File: src/pkg/sgb_pkg.sv
// Constants, types and helpers for the servo gain select and bias block
// Operation
// - Mapped gain-select input picks second gain set
// - Auto switching conditions met selects second set
// - Auto switching only in position control
// - Auto selection 1 to 3 ignores gain-select input
// - Second gain set suspends online auto-tuning
// - Bias added while residual exceeds bias band
// - Bias speed 0 to 450, zero disables
// - Feed-forward scaled by 0 to 100 percent
// - Feed-forward lag filter, 0 to 6400 units
// - P-switch condition codes 0 to 4, default 4
// - Speed control setting word defaults to 0004
// - Codes 0 to 3 compare quantity, enter P
// - IP loop type switches IP to P
// - Loop type, condition latched at power-up only
// - Loop type 0 PI, 1 IP
// - P control when selected quantity exceeds threshold
// - Auto codes: off, command, deviation, both
`default_nettype none
package sgb_pkg;
  localparam int CLK_PERIOD_NS = 10;
  localparam int CTRL_CYCLE_NS = 10000;
  localparam int CTRL_CYCLE_CLKS = (CTRL_CYCLE_NS / CLK_PERIOD_NS < 1) ? 1 :
                                   CTRL_CYCLE_NS / CLK_PERIOD_NS;
  localparam logic [9:0] CTRL_CNT_LAST = 10'(CTRL_CYCLE_CLKS - 1);
  localparam logic [9:0] CTRL_CNT_RESET = 10'h000;
  // Setting word nibbles: condition, loop type, auto switching
  localparam int WORD_PCOND_LSB = 0;
  localparam int WORD_LOOP_LSB = 4;
  localparam int WORD_AUTO_LSB = 8;
  localparam logic [15:0] SPEED_WORD_RESET = 16'h0004;
  localparam logic [15:0] BIAS_SPEED_MAX = 16'h01c2;
  localparam logic [15:0] BIAS_BAND_MAX = 16'h00fa;
  localparam logic [15:0] FF_AMOUNT_MAX = 16'h0064;
  localparam logic [15:0] FF_TIME_MAX = 16'h1900;
  // Division by 100 as multiply by 655 and shift by 16
  localparam logic signed [33:0] FF_DIV_MUL = 34'sh0028f;
  localparam int FF_DIV_SHIFT = 16;
  localparam logic [3:0] GAIN_SELECT_INPUT_UNMAPPED = 4'h0;

  typedef enum logic [1:0] {
    MODE_POSITION = 2'b00,
    MODE_SPEED = 2'b01,
    MODE_INT_SPEED = 2'b10,
    MODE_TORQUE = 2'b11
  } sgb_mode_t;

  typedef enum logic [3:0] {
    PCOND_TORQUE = 4'b0000,
    PCOND_SPEED = 4'b0001,
    PCOND_ACCEL = 4'b0010,
    PCOND_DEV = 4'b0011,
    PCOND_NONE = 4'b0100
  } sgb_pcond_t;

  typedef enum logic {
    LOOP_PI = 1'b0,
    LOOP_IP = 1'b1
  } sgb_loop_t;

  typedef enum logic [3:0] {
    AUTO_OFF = 4'b0000,
    AUTO_CMD = 4'b0001,
    AUTO_DEV = 4'b0010,
    AUTO_BOTH = 4'b0011
  } sgb_auto_t;

  typedef enum logic {
    PH_LATCH = 1'b0,
    PH_RUN = 1'b1
  } sgb_phase_t;

  function automatic logic [15:0] sgb_abs(input logic signed [15:0] v);
    sgb_abs = v[15] ? 16'(-v) : 16'(v);
  endfunction : sgb_abs

  function automatic logic [15:0] sgb_sat(input logic [15:0] v,
                                          input logic [15:0] m);
    sgb_sat = (v > m) ? m : v;
  endfunction : sgb_sat
endpackage : sgb_pkg
`default_nettype wire

File: src/pkg/sgb_ff_if.sv
// Link between the control core and the feed-forward lag filter
`timescale 1ns/100ps
`default_nettype none
interface sgb_ff_if;
  logic tick;
  logic [12:0] time_const;
  logic signed [16:0] x;
  logic signed [16:0] y;
  modport src (output tick, output time_const, output x, input y);
  modport filt (input tick, input time_const, input x, output y);
endinterface : sgb_ff_if
`default_nettype wire

File: src/rtl/sgb_ff_filter.sv
// First-order lag filter for the feed-forward term
`timescale 1ns/100ps
`default_nettype none
module sgb_ff_filter
  import sgb_pkg::*;
(
  // Clock and reset
  input wire logic i_clk,
  input wire logic i_rst_n,
  // Filter link
  sgb_ff_if.filt ff
);
  typedef struct packed {
    logic signed [16:0] y;
  } sgb_filt_state_t;

  sgb_filt_state_t st;
  sgb_filt_state_t next_st;
  logic [3:0] shift;
  logic signed [17:0] diff;

  // Gain 1/2^(msb+1) approximates 1/(T+1) without a divider
  function automatic logic [3:0] sgb_msb(input logic [12:0] v);
    sgb_msb = 4'h0;
    for (int i = 0; i < 13; i++) begin
      if (v[i]) begin
        sgb_msb = 4'(i);
      end
    end
  endfunction : sgb_msb

  always_comb begin
    next_st = st;
    shift = sgb_msb(ff.time_const) + 4'h1;
    diff = 18'(ff.x) - 18'(st.y);
    if (ff.tick) begin
      if (ff.time_const == 13'h0000) begin
        next_st.y = ff.x;
      end else begin
        next_st.y = st.y + 17'(diff >>> shift);
      end
    end
  end

  always_ff @(posedge i_clk or negedge i_rst_n) begin
    if (!i_rst_n) begin
      st <= '0;
    end else begin
      st <= next_st;
    end
  end

  assign ff.y = st.y;
endmodule : sgb_ff_filter
`default_nettype wire

File: src/rtl/sgb_top.sv
// Gain set selection, bias, feed-forward and P-switching for the servo loops
`timescale 1ns/100ps
`default_nettype none
module sgb_top
  import sgb_pkg::*;
(
  // Clock and reset
  input wire logic i_clk,
  input wire logic i_arst_n,
  // Operating mode and gain selection
  input wire logic [1:0] i_control_mode,
  input wire logic i_gain_select_input,
  input wire logic [3:0] i_gain_select_terminal_map,
  input wire logic [15:0] i_speed_control_setting_word,
  input wire logic i_pos_cmd_idle,
  input wire logic i_dev_in_switch_width,
  // Bias
  input wire logic [15:0] i_bias_speed,
  input wire logic [15:0] i_bias_band,
  input wire logic signed [15:0] i_residual_dev,
  input wire logic signed [15:0] i_speed_cmd,
  // Feed-forward
  input wire logic [15:0] i_feed_forward_amount,
  input wire logic [15:0] i_feed_forward_filter_time,
  input wire logic signed [15:0] i_ff_cmd,
  // P-switching quantities and thresholds
  input wire logic signed [15:0] i_torque_cmd,
  input wire logic signed [15:0] i_accel_cmd,
  input wire logic [15:0] i_p_switch_torque_threshold,
  input wire logic [15:0] i_p_switch_speed_threshold,
  input wire logic [15:0] i_p_switch_accel_threshold,
  input wire logic [15:0] i_p_switch_deviation_threshold,
  // Loop controls
  output logic o_second_gain_sel,
  output logic o_autotune_suspend,
  output logic o_ip_loop,
  output logic o_p_control,
  output logic o_ctrl_tick,
  // Commands to the loops
  output logic o_bias_active,
  output logic signed [16:0] o_speed_ref,
  output logic signed [16:0] o_ff_ref
);
  typedef struct packed {
    sgb_phase_t phase;
    logic [9:0] ctrl_cnt;
    logic tick;
    sgb_pcond_t pcond;
    sgb_loop_t loop;
    logic second;
    logic p_ctl;
    logic bias_on;
    logic signed [16:0] speed_ref;
  } sgb_state_t;

  localparam sgb_state_t STATE_RESET = '{
    phase: PH_LATCH,
    ctrl_cnt: CTRL_CNT_RESET,
    tick: 1'b0,
    pcond: sgb_pcond_t'(SPEED_WORD_RESET[WORD_PCOND_LSB +: 4]),
    loop: sgb_loop_t'(SPEED_WORD_RESET[WORD_LOOP_LSB]),
    second: 1'b0,
    p_ctl: 1'b0,
    bias_on: 1'b0,
    speed_ref: 17'sh00000
  };

  sgb_state_t st;
  sgb_state_t next_st;
  logic rst_meta;
  logic rst_n;
  logic chk_on;
  logic is_pos;
  logic [3:0] auto_sel;
  logic auto_on;
  logic auto_met;
  logic gain_select_input_on;
  logic [15:0] bias_spd;
  logic [15:0] bias_bnd;
  logic [15:0] dev_mag;
  logic [15:0] qty;
  logic [15:0] thr;
  logic signed [33:0] ff_prod;
  logic [15:0] ff_amt;

  sgb_ff_if ff_link ();

  // Reset enters asynchronously but is released on the clock
  always_ff @(posedge i_clk or negedge i_arst_n) begin
    if (!i_arst_n) begin
      rst_meta <= 1'b0;
      rst_n <= 1'b0;
      chk_on <= 1'b0;
    end else begin
      rst_meta <= 1'b1;
      rst_n <= rst_meta;
      // Checks wait one edge more: state still holds reset at release
      chk_on <= rst_n;
    end
  end

  always_comb begin
    next_st = st;
    next_st.tick = 1'b0;
    is_pos = (sgb_mode_t'(i_control_mode) == MODE_POSITION);
    auto_sel = i_speed_control_setting_word[WORD_AUTO_LSB +: 4];
    auto_on = (auto_sel == AUTO_CMD) || (auto_sel == AUTO_DEV) ||
              (auto_sel == AUTO_BOTH);
    case (sgb_auto_t'(auto_sel))
      AUTO_CMD: auto_met = i_pos_cmd_idle;
      AUTO_DEV: auto_met = i_dev_in_switch_width;
      AUTO_BOTH: auto_met = i_pos_cmd_idle && i_dev_in_switch_width;
      default: auto_met = 1'b0;
    endcase
    gain_select_input_on = (i_gain_select_terminal_map != GAIN_SELECT_INPUT_UNMAPPED) &&
              i_gain_select_input && !auto_on;
    // Restart-only fields are taken once, in the first cycle after release
    case (st.phase)
      PH_LATCH: begin
        if (i_speed_control_setting_word[WORD_PCOND_LSB +: 4] >
            PCOND_NONE) begin
          next_st.pcond = PCOND_NONE;
        end else begin
          next_st.pcond = sgb_pcond_t'(
            i_speed_control_setting_word[WORD_PCOND_LSB +: 4]);
        end
        next_st.loop = sgb_loop_t'(
          i_speed_control_setting_word[WORD_LOOP_LSB]);
        next_st.phase = PH_RUN;
      end
      PH_RUN: begin
        if (st.ctrl_cnt == CTRL_CNT_LAST) begin
          next_st.ctrl_cnt = CTRL_CNT_RESET;
          next_st.tick = 1'b1;
        end else begin
          next_st.ctrl_cnt = st.ctrl_cnt + 10'h001;
        end
      end
      default: next_st.phase = PH_LATCH;
    endcase
    next_st.second = (is_pos && auto_on && auto_met) || gain_select_input_on;
    bias_spd = sgb_sat(i_bias_speed, BIAS_SPEED_MAX);
    bias_bnd = sgb_sat(i_bias_band, BIAS_BAND_MAX);
    dev_mag = sgb_abs(i_residual_dev);
    next_st.bias_on = is_pos && (bias_spd != 16'h0000) &&
                      (dev_mag > bias_bnd);
    if (!next_st.bias_on) begin
      next_st.speed_ref = 17'(i_speed_cmd);
    end else if (i_residual_dev[15]) begin
      next_st.speed_ref = 17'(i_speed_cmd) - 17'(bias_spd);
    end else begin
      next_st.speed_ref = 17'(i_speed_cmd) + 17'(bias_spd);
    end
    case (st.pcond)
      PCOND_TORQUE: begin
        qty = sgb_abs(i_torque_cmd);
        thr = i_p_switch_torque_threshold;
      end
      PCOND_SPEED: begin
        qty = sgb_abs(i_speed_cmd);
        thr = i_p_switch_speed_threshold;
      end
      PCOND_ACCEL: begin
        qty = sgb_abs(i_accel_cmd);
        thr = i_p_switch_accel_threshold;
      end
      PCOND_DEV: begin
        qty = is_pos ? dev_mag : 16'h0000;
        thr = i_p_switch_deviation_threshold;
      end
      default: begin
        qty = 16'h0000;
        thr = 16'hffff;
      end
    endcase
    next_st.p_ctl = (st.phase == PH_RUN) && (qty > thr);
    ff_amt = sgb_sat(i_feed_forward_amount, FF_AMOUNT_MAX);
    ff_prod = 34'(i_ff_cmd) * $signed({18'h00000, ff_amt}) * FF_DIV_MUL;
  end

  always_ff @(posedge i_clk or negedge rst_n) begin
    if (!rst_n) begin
      st <= STATE_RESET;
    end else begin
      st <= next_st;
    end
  end

  // Feed-forward only feeds the position loop; elsewhere it decays to zero
  assign ff_link.tick = st.tick;
  assign ff_link.time_const =
    13'(sgb_sat(i_feed_forward_filter_time, FF_TIME_MAX));
  assign ff_link.x = is_pos ? 17'(ff_prod >>> FF_DIV_SHIFT) : 17'sh00000;

  sgb_ff_filter u_filter (
    .i_clk(i_clk),
    .i_rst_n(rst_n),
    .ff(ff_link.filt)
  );

  assign o_second_gain_sel = st.second;
  assign o_autotune_suspend = st.second || (st.loop == LOOP_IP);
  assign o_ip_loop = (st.loop == LOOP_IP);
  assign o_p_control = st.p_ctl;
  assign o_ctrl_tick = st.tick;
  assign o_bias_active = st.bias_on;
  assign o_speed_ref = st.speed_ref;
  assign o_ff_ref = ff_link.y;
endmodule : sgb_top
`default_nettype wire

File: config.mk
export PLATFORM = sky130hd
export DESIGN_NAME = sgb_top
export DESIGN_NICKNAME = d
export VERILOG_FILES = /design/src/pkg/sgb_pkg.sv /design/src/pkg/sgb_ff_if.sv /design/src/rtl/sgb_ff_filter.sv /design/src/rtl/sgb_top.sv
export SDC_FILE = /design/constraint.sdc
export NUM_CORES = 1
export LEC_CHECK = 0
export BUFFER_PORTS_ARGS = -buffer_cell sky130_fd_sc_hd__clkbuf_2
export CELL_PAD_IN_SITES_DETAIL_PLACEMENT = 0
export CELL_PAD_IN_SITES_GLOBAL_PLACEMENT = 2
export CORE_ASPECT_RATIO = 1.4
export CORE_MARGIN = 10
export CORE_UTILIZATION = 35
export DETAILED_ROUTE_END_ITERATION = 10
export PLACE_DENSITY = 0.79
export RECOVER_POWER = 25
export SLEW_MARGIN = 0
export SYNTH_ARGS = -nofsm -noshare
export SYNTH_HDL_FRONTEND = slang
export SYNTH_HIERARCHICAL = 1
export SYNTH_SLANG_ARGS = --single-unit
File: constraint.sdc
create_clock -name i_clk -period 2.95 [get_ports i_clk]
set_input_delay 0.295 -clock i_clk [delete_from_list [all_inputs] [get_ports i_clk]]
set_output_delay 0.295 -clock i_clk [all_outputs]
set_load 0.02 [all_outputs]
==> impl_metrics.prom, run 1 <==
# TYPE chip_impl_metric gauge
chip_impl_info{name="status",value="finished, violations left"} 1
chip_impl_info{name="violations",value="setup timing"} 1
chip_impl_metric{name="n_antenna_cell",unit=""} 0
chip_impl_metric{name="final-max-slew-violation-count",unit=""} 0
chip_impl_info{name="min-delay-path-class",value="input pin to flop"} 1
chip_impl_info{name="synth.largest_area_cell",value="fa_1"} 1
chip_impl_info{name="endpoint_kind",value="flop"} 1
chip_impl_metric{name="grt_max_degree",unit=""} 32
chip_impl_metric{name="grt_use_met1",unit="%"} 21.5
chip_impl_metric{name="worst-endpoint-arrival",unit="ps"} 13970
chip_impl_metric{name="drive_above_1_share",unit="%"} 38.4
chip_impl_info{name="cpMaxStageDelayCell",value="fa_2"} 1
chip_impl_metric{name="grt_util_met3",unit="%"} 2.80
chip_impl_metric{name="detail_route.first_pass.iterations",unit=""} 5
chip_impl_metric{name="core_area",unit="mm2"} 0.0631
chip_impl_metric{name="wire_length_of_the_first_global_routing_pass",unit="mm"} 121
chip_impl_info{name="worst-setup-path-type",value="input pin to flop"} 1
chip_impl_info{name="critical_path.startpoint",value="i_feed_forward_amount[12]"} 1
chip_impl_metric{name="clk_path_buf_depth",unit=""} 2
chip_impl_info{name="worst_path_dominant_cell_family",value="adder cells"} 1
chip_impl_metric{name="drt_drc_violations_left",unit=""} 0
chip_impl_metric{name="worst_setup_hold_path_clk_slew",unit="ps"} 80
chip_impl_metric{name="number_of_global_route_vias_before_repair",unit=""} 24400
chip_impl_metric{name="slew_headroom",unit="%"} 4.12
chip_impl_metric{name="cp_slowest_stage_delay",unit="ps"} 550
chip_impl_metric{name="clock_sinks",unit=""} 56
chip_impl_info{name="yosysMostFrequentCell",value="inv_1"} 1
chip_impl_metric{name="finalHoldViolations",unit=""} 0
chip_impl_metric{name="seq_area_frac_synth",unit="%"} 6.28
chip_impl_metric{name="floorplan.initialDensity",unit="%"} 35.4
chip_impl_metric{name="synth_warnings",unit=""} 6
chip_impl_metric{name="final_net_count",unit=""} 4510
chip_impl_metric{name="placementRows",unit=""} 109
chip_impl_metric{name="cts_buffers",unit=""} 5
chip_impl_metric{name="globalRouteTotalUtil",unit="%"} 20.0
chip_impl_metric{name="quantity_of_i_o_buffers_inserted_on_ports",unit=""} 267
chip_impl_metric{name="max_clock_freq",unit="MHz"} 72.8
chip_impl_info{name="synth_ff_type",value="dfrtp_1"} 1
chip_impl_metric{name="grt_antenna_before_repair",unit=""} 1
chip_impl_metric{name="routedWlPerCell",unit="um"} 16.5
chip_impl_info{name="worstReg2RegStart",value="u_filter/ff.y[0]$_DFFE_PN0P_"} 1
chip_impl_info{name="grt.busiest_layer",value="met2"} 1
chip_impl_metric{name="dieWidth",unit="um"} 233
chip_impl_metric{name="layout.area.seq",unit="mm2"} 0.00140
chip_impl_metric{name="critPathMaxFanout",unit=""} 5
chip_impl_metric{name="timing.final.crit_share",unit="%"} 465
chip_impl_metric{name="gp_congestion",unit=""} 0.905
chip_impl_metric{name="fp.dieH",unit="um"} 319
chip_impl_metric{name="cp.buffers_inverters",unit=""} 13
chip_impl_metric{name="routed_vias_inst",unit=""} 4.85
chip_impl_metric{name="grt_overflow",unit=""} 0
chip_impl_metric{name="max-cap-violations",unit=""} 0
chip_impl_info{name="timing.critical_path.from_type",value="input pin"} 1
chip_impl_metric{name="clock_latency",unit="ps"} 330
chip_impl_metric{name="netlist.area_leader.share",unit="%"} 26.4
chip_impl_metric{name="layout-area-overhead-vs-synth",unit="%"} 47.2
chip_impl_metric{name="globalRouteMet2Util",unit="%"} 38.8
chip_impl_metric{name="detailedPlacementHpwl",unit="mm"} 65.0
chip_impl_info{name="cts_tree",value="yes"} 1
chip_impl_metric{name="syn_area_per_cell",unit="um2"} 8.59
chip_impl_metric{name="htree_levels",unit=""} 2
chip_impl_metric{name="drt.antenna.violating_nets",unit=""} 0
chip_impl_info{name="yosys-top-cells-area",value="fa_1, ha_1, inv_1, dfrtp_1, xnor2_1"} 1
chip_impl_metric{name="fill_cells",unit=""} 6030
chip_impl_info{name="cts-root-buf",value="clkbuf_16"} 1
chip_impl_info{name="rsz_0062_raised_after_global_routing",value="true"} 1
chip_impl_metric{name="critPathRequiredTime",unit="ps"} 3190
chip_impl_metric{name="vias",unit=""} 21800
chip_impl_metric{name="route.final.wire_length",unit="mm"} 74.2
chip_impl_metric{name="floorplan.die_area",unit="mm2"} 0.0745
chip_impl_metric{name="synth_edf_count",unit=""} 0
chip_impl_metric{name="final_period_minus_worst_setup_slack",unit="ps"} 13730
chip_impl_metric{name="timing_worst_slew_pin_value",unit="ps"} 1440
chip_impl_info{name="synth.cells.most_frequent",value="inv_1, ha_1, fa_1"} 1
chip_impl_metric{name="finalWorstSetupSlack",unit="ps"} -10780
chip_impl_metric{name="drt_first_iter_violations",unit=""} 742
chip_impl_metric{name="setup_viol",unit=""} 36
chip_impl_info{name="path_common_cell",value="buf_4"} 1
chip_impl_metric{name="fin_skew",unit="ps"} 7.67
chip_impl_metric{name="multi_input_logic_area",unit="mm2"} 0.0213
chip_impl_metric{name="ios",unit=""} 275
chip_impl_metric{name="post_synth_instance_area",unit="mm2"} 0.0223
chip_impl_metric{name="ys_seq_elements",unit=""} 56
chip_impl_metric{name="gate_count_post_synth",unit=""} 2601
chip_impl_metric{name="ys_types",unit=""} 107
chip_impl_metric{name="utilization",unit="%"} 52.0
chip_impl_info{name="min-delay-start",value="i_speed_control_setting_word[0]"} 1
chip_impl_metric{name="async_reset_ff_share",unit="%"} 100
## tightest hold or removal path, stage by stage
cell and delay, ps:
clkbuf_2 80, nand2_1 40, o21ai_0 60
## cells by family (layout without fill, tap and decap cells)
family,count (synthesis),in the layout,share of synthesized area [%]
simple gates,686,686,15.2
flops,56,56,6.28
other cells,2,145,0.0336
fa+ha+maj,621,621,44.7
xor+xnor,151,151,6.31
mux,36,36,2.52
compound gates,492,492,15.1
buf+inv,557,1468,9.84
## layer usage
layer,vias to the layer above,part of all wire [%]
li1,10700,-
met1,10600,38
met2,444,55
met3,105,4.0
met4,2,3.0
met5,-,0.023
## sequential cells by signal (all words and copies together) (netlist names)
| register | cells |
|---|---|
| o_bias_active | 1 |
| o_ctrl_tick | 1 |
| o_ip_loop | 1 |
| o_p_control | 1 |
| o_second_gain_sel | 1 |
| o_speed_ref | 17 |
| rst_meta | 1 |
| rst_n | 1 |
| st | 15 |
| u_filter/ff.y | 17 |
## stage by stage
step	worst slack (ps)	setup TNS, ps	cells	area, um2	hold WS, ps
after floorplan	-10270	-170510	2744	23500	-0.591
after global routing	-11410	-194020	4487	32900	198
after global placement	-11660	-204480	4385	30200	81.0
after CTS	-10780	-180230	4450	31800	170
after detailed placement	-11870	-207680	4385	30200	83.0
final	-10780	-180810	4487	32900	190
## cell usage in the layout (no fill, tap or decap), types with 55 or more instances in the layout
| cell | synthesis | routed |
|---|---|---|
| a21oi_1 | 114 | 77 |
| buf_4 | 18 | 694 |
| clkbuf_2 | 0 | 257 |
| conb_1 | 2 | 145 |
| dfrtp_1 | 55 | 55 |
| fa_1 | 295 | 283 |
| ha_1 | 326 | 279 |
| inv_1 | 460 | 433 |
| nand2_1 | 196 | 174 |
| nor2_1 | 155 | 139 |
| xnor2_1 | 97 | 80 |
## worst paths after layout
path | slack [ps] | end | depth (start not counted)
max in group asynchronous | 1340 | st[23]$_DFFE_PN1N_ | 1
worst min-delay path | 190 | st[21]$_DFFE_PN0N_ | 3
min in group asynchronous | 270 | rst_n$_DFF_PN0_ | 2
worst min register to register | 360 | rst_n$_DFF_PN0_ | 0
worst max register to register | -2270 | u_filter/ff.y[16]$_DFFE_PN0P_ | 22
worst max-delay path | -10780 | u_filter/ff.y[16]$_DFFE_PN0P_ | 59
## final cells by class
class / count / share of cell area, %
multi-input cells: 2131 / 64.9
repair buffers: 1000 / 21.8
inverters: 460 / 5.28
flip-flops and latches: 56 / 4.27
well taps: 832 / 3.17
clock buffers: 7 / 0.464
clock inverters: 1 / 0.0914
## what timing repair did
item,CTS,global route
setup endpoints to repair,36,36
cloned,3,0
resized for setup,191,175
pin swaps,105,145
endpoints found under the hold margin,2,0
hold buffers,1,0
setup buffers,53,43
Power of run 1 is not shown: default switching activity piles up to over one toggle a cycle in this logic, so the estimate is an artifact.
==> run 2: changes to the inputs <==
--- a/config.mk
+++ b/config.mk
@@ -10,9 +10,9 @@
 export CELL_PAD_IN_SITES_GLOBAL_PLACEMENT = 2
 export CORE_ASPECT_RATIO = 1.4
 export CORE_MARGIN = 10
-export CORE_UTILIZATION = 35
+export CORE_UTILIZATION = 40
 export DETAILED_ROUTE_END_ITERATION = 10
-export PLACE_DENSITY = 0.79
+export PLACE_DENSITY = 0.89
 export RECOVER_POWER = 25
 export SLEW_MARGIN = 0
 export SYNTH_ARGS = -nofsm -noshare
==> run 2 against run 1 <==
Core utilization up 7.3 points; the flow finishes with violations (capacitance limit, slew limit, setup timing); die area decreased by 12%; design area decreased by 0.14%; global-route usage is 1.9 points higher; hold slack worse by 16 ps; clock skew grew 1.6 ps.
==> impl_metrics.prom, run 2 (synthesized netlist as in run 1, its figures left out) <==
# TYPE chip_impl_metric gauge
chip_impl_metric{name="core_area",unit="mm2"} 0.0553
chip_impl_info{name="cts_tree",value="yes"} 1
chip_impl_metric{name="setup_viol",unit=""} 34
chip_impl_info{name="violations",value="capacitance limit, slew limit, setup timing"} 1
chip_impl_metric{name="drt_first_iter_violations",unit=""} 916
chip_impl_metric{name="fin_skew",unit="ps"} 9.27
chip_impl_metric{name="drive_above_1_share",unit="%"} 38.8
chip_impl_info{name="endpoint_kind",value="flop"} 1
chip_impl_metric{name="final_period_minus_worst_setup_slack",unit="ps"} 13720
chip_impl_metric{name="final_net_count",unit=""} 4495
chip_impl_metric{name="fp.dieH",unit="um"} 300
chip_impl_metric{name="globalRouteTotalUtil",unit="%"} 21.9
chip_impl_metric{name="ios",unit=""} 275
chip_impl_info{name="cts-root-buf",value="clkbuf_16"} 1
chip_impl_metric{name="floorplan.initialDensity",unit="%"} 40.4
chip_impl_metric{name="grt_overflow",unit=""} 0
chip_impl_info{name="min-delay-path-class",value="input pin to flop"} 1
chip_impl_metric{name="clock_latency",unit="ps"} 340
chip_impl_metric{name="grt_max_degree",unit=""} 34
chip_impl_metric{name="max-cap-violations",unit=""} 1
chip_impl_metric{name="quantity_of_i_o_buffers_inserted_on_ports",unit=""} 267
chip_impl_metric{name="dieWidth",unit="um"} 220
chip_impl_metric{name="floorplan.die_area",unit="mm2"} 0.0658
chip_impl_metric{name="cts_buffers",unit=""} 5
chip_impl_metric{name="detailedPlacementHpwl",unit="mm"} 61.4
chip_impl_metric{name="worst_setup_hold_path_clk_slew",unit="ps"} 90
chip_impl_info{name="path_common_cell",value="fa_1"} 1
chip_impl_metric{name="vias",unit=""} 22000
chip_impl_metric{name="wire_length_of_the_first_global_routing_pass",unit="mm"} 119
chip_impl_metric{name="timing.final.crit_share",unit="%"} 465
chip_impl_metric{name="drt.antenna.violating_nets",unit=""} 0
chip_impl_info{name="rsz_0062_raised_after_global_routing",value="true"} 1
chip_impl_metric{name="gp_congestion",unit=""} 1.03
chip_impl_metric{name="detail_route.first_pass.iterations",unit=""} 5
chip_impl_info{name="cpMaxStageDelayCell",value="fa_1"} 1
chip_impl_metric{name="number_of_global_route_vias_before_repair",unit=""} 24700
chip_impl_metric{name="drt_drc_violations_left",unit=""} 0
chip_impl_info{name="worst-setup-path-type",value="input pin to flop"} 1
chip_impl_metric{name="max_clock_freq",unit="MHz"} 72.9
chip_impl_metric{name="layout-area-overhead-vs-synth",unit="%"} 46.9
chip_impl_metric{name="placementRows",unit=""} 102
chip_impl_metric{name="slew_headroom",unit="%"} -7.88
chip_impl_metric{name="route.final.wire_length",unit="mm"} 71.5
chip_impl_info{name="timing.critical_path.from_type",value="input pin"} 1
chip_impl_metric{name="timing_worst_slew_pin_value",unit="ps"} 1620
chip_impl_metric{name="routed_vias_inst",unit=""} 5.04
chip_impl_metric{name="routedWlPerCell",unit="um"} 16.4
chip_impl_metric{name="finalHoldViolations",unit=""} 0
chip_impl_metric{name="critPathMaxFanout",unit=""} 5
chip_impl_metric{name="final-max-slew-violation-count",unit=""} 34
chip_impl_metric{name="clk_path_buf_depth",unit=""} 2
chip_impl_metric{name="critPathRequiredTime",unit="ps"} 3150
chip_impl_metric{name="htree_levels",unit=""} 2
chip_impl_metric{name="worst-endpoint-arrival",unit="ps"} 13920
chip_impl_info{name="most-common-layout-cells",value="buf_4, inv_1, fa_1"} 1
chip_impl_info{name="most_frequent_standard_cell_in_the_layout_excluding_fill_and_tap_cells",value="buf_4"} 1
chip_impl_metric{name="finalWorstSetupSlack",unit="ps"} -10770
chip_impl_metric{name="dp_worst_setup_slack",unit="ps"} -11350
chip_impl_info{name="status",value="finished, violations left"} 1
chip_impl_metric{name="grt_antenna_before_repair",unit=""} 1
chip_impl_metric{name="clock_sinks",unit=""} 56
chip_impl_metric{name="cp_slowest_stage_delay",unit="ps"} 570
chip_impl_metric{name="fill_cells",unit=""} 4867
-- run 2: changes by cell type in the layout (fill, tap and decap cells not counted), moves of 6 or more --
cell and delta:
a21oi_2 -6, buf_12 -6, buf_4 -20, buf_6 +9, ha_1 -15, ha_4 +10, o21ai_0 -11, o21ai_1 +12
xnor2_1 -6
-- run 2: final timing paths --
kind	slack (ps)	end	cells past startpoint	start
min in group asynchronous	270	rst_n$_DFF_PN0_	2	i_arst_n
worst min-delay path	170	st[22]$_DFFE_PN0N_	3	i_speed_control_setting_word[1]
worst max register to register	-2260	u_filter/ff.y[16]$_DFFE_PN0P_	23	u_filter/ff.y[0]$_DFFE_PN0P_
worst max-delay path	-10770	u_filter/ff.y[16]$_DFFE_PN0P_	65	i_feed_forward_amount[12]
worst min register to register	360	rst_n$_DFF_PN0_	0	rst_meta$_DFF_PN0_
max in group asynchronous	1270	u_filter/ff.y[0]$_DFFE_PN0P_	1	rst_n$_DFF_PN0_
-- run 2: per-stage QoR --
step	setup TNS (ps)	area, um2	instances	utilization (%)	hold WS [ps]
4_1_cts	-179090	31500	4328	56.9	167
3_3_place_gp	-194520	30000	4265	54.2	81.0
5_1_grt	-191470	32800	4369	59.4	209
2_1_floorplan	-170510	23500	2744	-	-0.591
6_report	-179270	32800	4369	59.4	174
3_5_place_dp	-199650	30000	4265	54.2	84.4
-- run 2: what timing repair did --
item	4_1_cts	5_1_grt
hold endpoints to repair	2	0
gates resized for setup	192	212
pin swaps	131	197
hold buffers	1	0
gates cloned	3	0
setup buffers	54	47
endpoints found under the setup margin	36	36
-- run 2: worst max-delay path, delay by kind of cell --
family / cells / cell delay (ps)
AOI/OAI and AO/OA: 18 / 3640
xor gates and xnor gates: 3 / 500
adders and majority gates: 15 / 5730
buffers and inverters: 10 / 850
and+or+nand+nor: 19 / 2870
-- run 2: layer usage --
| metal | GRT usage, % | part of all wire, % |
|---|---|---|
| met5 | 0 | 0 |
| met4 | 8.17 | 3.5 |
| met3 | 2.62 | 4.5 |
| met2 | 42.7 | 55 |
| met1 | 23.2 | 37 |
-- run 2: cell type report --
type                            instances  area [um2]  share of cell area [%]
Clock inverter                          3        50.0                   0.153
Clock buffer                            5         125                   0.381
Antenna cell                            1        2.50                 0.00763
Timing Repair Buffer                  985        7020                    21.4
Sequential cell                        56        1400                    4.27
Multi-Input combinational cell       2131       21600                    65.7
Inverter                              460        1730                    5.28
Tap cell                              728         911                    2.78
Power of run 2 is left out for the same reason.
==> run 3: changes to the inputs <==
--- a/config.mk
+++ b/config.mk
@@ -9,9 +9,9 @@
 export CELL_PAD_IN_SITES_DETAIL_PLACEMENT = 0
 export CELL_PAD_IN_SITES_GLOBAL_PLACEMENT = 2
 export CORE_ASPECT_RATIO = 1.4
-export CORE_MARGIN = 10
 export CORE_UTILIZATION = 40
 export DETAILED_ROUTE_END_ITERATION = 10
+export MAX_ROUTING_LAYER = met4
 export PLACE_DENSITY = 0.89
 export RECOVER_POWER = 25
 export SLEW_MARGIN = 0
==> run 3 against run 2 <==
Core utilization fell by 0.14 points; clock skew rose by 4.2 ps; the run still ends with capacitance limit, slew limit, setup timing left; critical path depth grew 1; non-clock buffer count up 8; worst setup slack worse by 180 ps; register-to-register slack got worse by 120 ps; fmax fell by 1.3%; design area is 0.24% lower; cell count rose by 0.16%; hold slack better by 33 ps; critical path type unchanged; sequential cell count is the same; sequential share of layout area about the same.
==> impl_metrics.prom, run 3 (synthesized netlist as in run 1, its figures left out) <==
# TYPE chip_impl_metric gauge
chip_impl_metric{name="drt.antenna.violating_nets",unit=""} 0
chip_impl_metric{name="core_area",unit="mm2"} 0.0553
chip_impl_metric{name="final_net_count",unit=""} 4503
chip_impl_metric{name="placementRows",unit=""} 102
chip_impl_metric{name="detail_route.first_pass.iterations",unit=""} 6
chip_impl_metric{name="final-max-slew-violation-count",unit=""} 32
chip_impl_metric{name="fp.dieH",unit="um"} 282
chip_impl_metric{name="worst-endpoint-arrival",unit="ps"} 14140
chip_impl_metric{name="number_of_global_route_vias_before_repair",unit=""} 24300
chip_impl_metric{name="cp.buffers_inverters",unit=""} 12
chip_impl_metric{name="grt_max_degree",unit=""} 36
chip_impl_metric{name="fill_cells",unit=""} 4833
chip_impl_info{name="most_frequent_standard_cell_in_the_layout_excluding_fill_and_tap_cells",value="buf_4"} 1
chip_impl_metric{name="drt_drc_violations_left",unit=""} 0
chip_impl_metric{name="grt_use_met1",unit="%"} 26.3
chip_impl_metric{name="htree_levels",unit=""} 2
chip_impl_metric{name="drt_first_iter_violations",unit=""} 733
chip_impl_metric{name="drive_above_1_share",unit="%"} 38.5
chip_impl_metric{name="floorplan.die_area",unit="mm2"} 0.0568
chip_impl_metric{name="dp_worst_setup_slack",unit="ps"} -11330
chip_impl_metric{name="layout-area-overhead-vs-synth",unit="%"} 46.6
chip_impl_info{name="min-delay-path-class",value="input pin to flop"} 1
chip_impl_metric{name="critPathRequiredTime",unit="ps"} 3190
chip_impl_metric{name="routed_vias_inst",unit=""} 5.00
chip_impl_info{name="rsz_0062_raised_after_global_routing",value="true"} 1
chip_impl_metric{name="wire_length_of_the_first_global_routing_pass",unit="mm"} 115
chip_impl_metric{name="globalRouteMet2Util",unit="%"} 50.2
chip_impl_metric{name="dieWidth",unit="um"} 202
chip_impl_metric{name="cp_slowest_stage_delay",unit="ps"} 570
chip_impl_info{name="worst_path_dominant_cell_family",value="adder cells"} 1
chip_impl_metric{name="max_clock_freq",unit="MHz"} 71.9
chip_impl_info{name="most-common-layout-cells",value="buf_4, inv_1, fa_1"} 1
chip_impl_info{name="timing.critical_path.from_type",value="input pin"} 1
chip_impl_info{name="violations",value="capacitance limit, slew limit, setup timing"} 1
chip_impl_metric{name="timing.final.crit_share",unit="%"} 471
chip_impl_metric{name="finalSetupTns",unit="ps"} -184150
chip_impl_metric{name="setup_viol",unit=""} 35
chip_impl_metric{name="grt_overflow",unit=""} 0
chip_impl_metric{name="finalHoldViolations",unit=""} 0
chip_impl_metric{name="gp_congestion",unit=""} 1.00
chip_impl_metric{name="cts_buffers",unit=""} 5
chip_impl_metric{name="clk_path_buf_depth",unit=""} 2
chip_impl_metric{name="worst_setup_hold_path_clk_slew",unit="ps"} 90
chip_impl_info{name="cts-root-buf",value="clkbuf_16"} 1
chip_impl_metric{name="route.final.wire_length",unit="mm"} 69.2
chip_impl_metric{name="utilization",unit="%"} 59.2
chip_impl_metric{name="timing_worst_slew_pin_value",unit="ps"} 1510
chip_impl_metric{name="fin_skew",unit="ps"} 13.5
chip_impl_info{name="worstReg2RegStart",value="u_filter/ff.y[0]$_DFFE_PN0P_"} 1
chip_impl_info{name="worst-setup-path-type",value="input pin to flop"} 1
chip_impl_metric{name="max-cap-violations",unit=""} 1
chip_impl_metric{name="grt_util_met3",unit="%"} 1.23
chip_impl_metric{name="finalWorstSetupSlack",unit="ps"} -10950
chip_impl_info{name="min-delay-start",value="i_gain_select_input"} 1
chip_impl_metric{name="n_antenna_cell",unit=""} 0
chip_impl_metric{name="grt_antenna_before_repair",unit=""} 0
chip_impl_metric{name="critPathMaxFanout",unit=""} 4
chip_impl_metric{name="slew_headroom",unit="%"} -0.788
chip_impl_metric{name="clock_sinks",unit=""} 56
chip_impl_info{name="cpMaxStageDelayCell",value="fa_1"} 1
chip_impl_info{name="endpoint_kind",value="flop"} 1
chip_impl_metric{name="vias",unit=""} 21900
chip_impl_metric{name="final_period_minus_worst_setup_slack",unit="ps"} 13900
chip_impl_metric{name="detailedPlacementHpwl",unit="mm"} 59.0
chip_impl_info{name="critical_path.startpoint",value="i_feed_forward_amount[12]"} 1
chip_impl_metric{name="ios",unit=""} 275
chip_impl_metric{name="floorplan.initialDensity",unit="%"} 40.4
chip_impl_metric{name="routedWlPerCell",unit="um"} 15.8
chip_impl_info{name="path_common_cell",value="fa_1"} 1
chip_impl_metric{name="globalRouteTotalUtil",unit="%"} 25.6
chip_impl_info{name="cts_tree",value="yes"} 1
chip_impl_metric{name="quantity_of_i_o_buffers_inserted_on_ports",unit=""} 267
chip_impl_metric{name="clock_latency",unit="ps"} 320
chip_impl_info{name="status",value="finished, violations left"} 1
chip_impl_info{name="grt.busiest_layer",value="met2"} 1
## run 3: final timing paths
| path | end | slack [ps] | depth (start not counted) |
|---|---|---|---|
| setup / recovery | u_filter/ff.y[16]$_DFFE_PN0P_ | -10950 | 66 |
| hold reg to reg | rst_n$_DFF_PN0_ | 360 | 0 |
| setup reg to reg | u_filter/ff.y[16]$_DFFE_PN0P_ | -2380 | 23 |
| min in group asynchronous | rst_n$_DFF_PN0_ | 290 | 2 |
| max in group asynchronous | u_filter/ff.y[15]$_DFFE_PN0P_ | 1320 | 1 |
| hold / removal | o_second_gain_sel$_DFF_PN0_ | 210 | 3 |
## run 3: worst reg2reg max path, delay by kind of cell, from the launching register on
kind / cells / cell delay [ps]
flip-flops: 1 / 420
AO/OA/AOI/OAI: 11 / 2550
buffers and inverters: 1 / 140
AND/OR/NAND/NOR: 6 / 640
adder cells (fa/ha/maj): 4 / 1270
XOR/XNOR: 1 / 220
## run 3: timing repair
action / CTS / global route
gates resized for setup: 183 / 189
setup buffers: 72 / 37
pin swaps: 184 / 169
hold endpoints to repair: 2 / 0
gates cloned: 2 / 0
hold buffers: 1 / 0
setup endpoints to repair: 36 / 36
## run 3: cell type report
class / count / area, um2 / share of cell area [%]
Timing Repair Buffer: 993 / 7110 / 21.7
Sequential cell: 56 / 1400 / 4.28
Multi-Input combinational cell: 2131 / 21400 / 65.4
Tap cell: 728 / 911 / 2.78
Inverter: 460 / 1730 / 5.30
Clock buffer: 5 / 125 / 0.382
Clock inverter: 3 / 27.5 / 0.0841
## run 3: through the flow
step,hold WS (ps),area [um2],instances
after floorplan,-0.591,23500,2744
final,207,32700,4376
after global routing,203,32700,4376
after detailed placement,83.0,30000,4263
after CTS,200,31700,4345
after global placement,80.6,30000,4263
## run 3: metal layers
layer / share of wire, % / up-vias
met5: 0 / -
met4: 4.5 / 0
met3: 2.6 / 166
met2: 56 / 494
met1: 37 / 10600
li1: - / 10600
Power of run 3 is left out for the same reason.
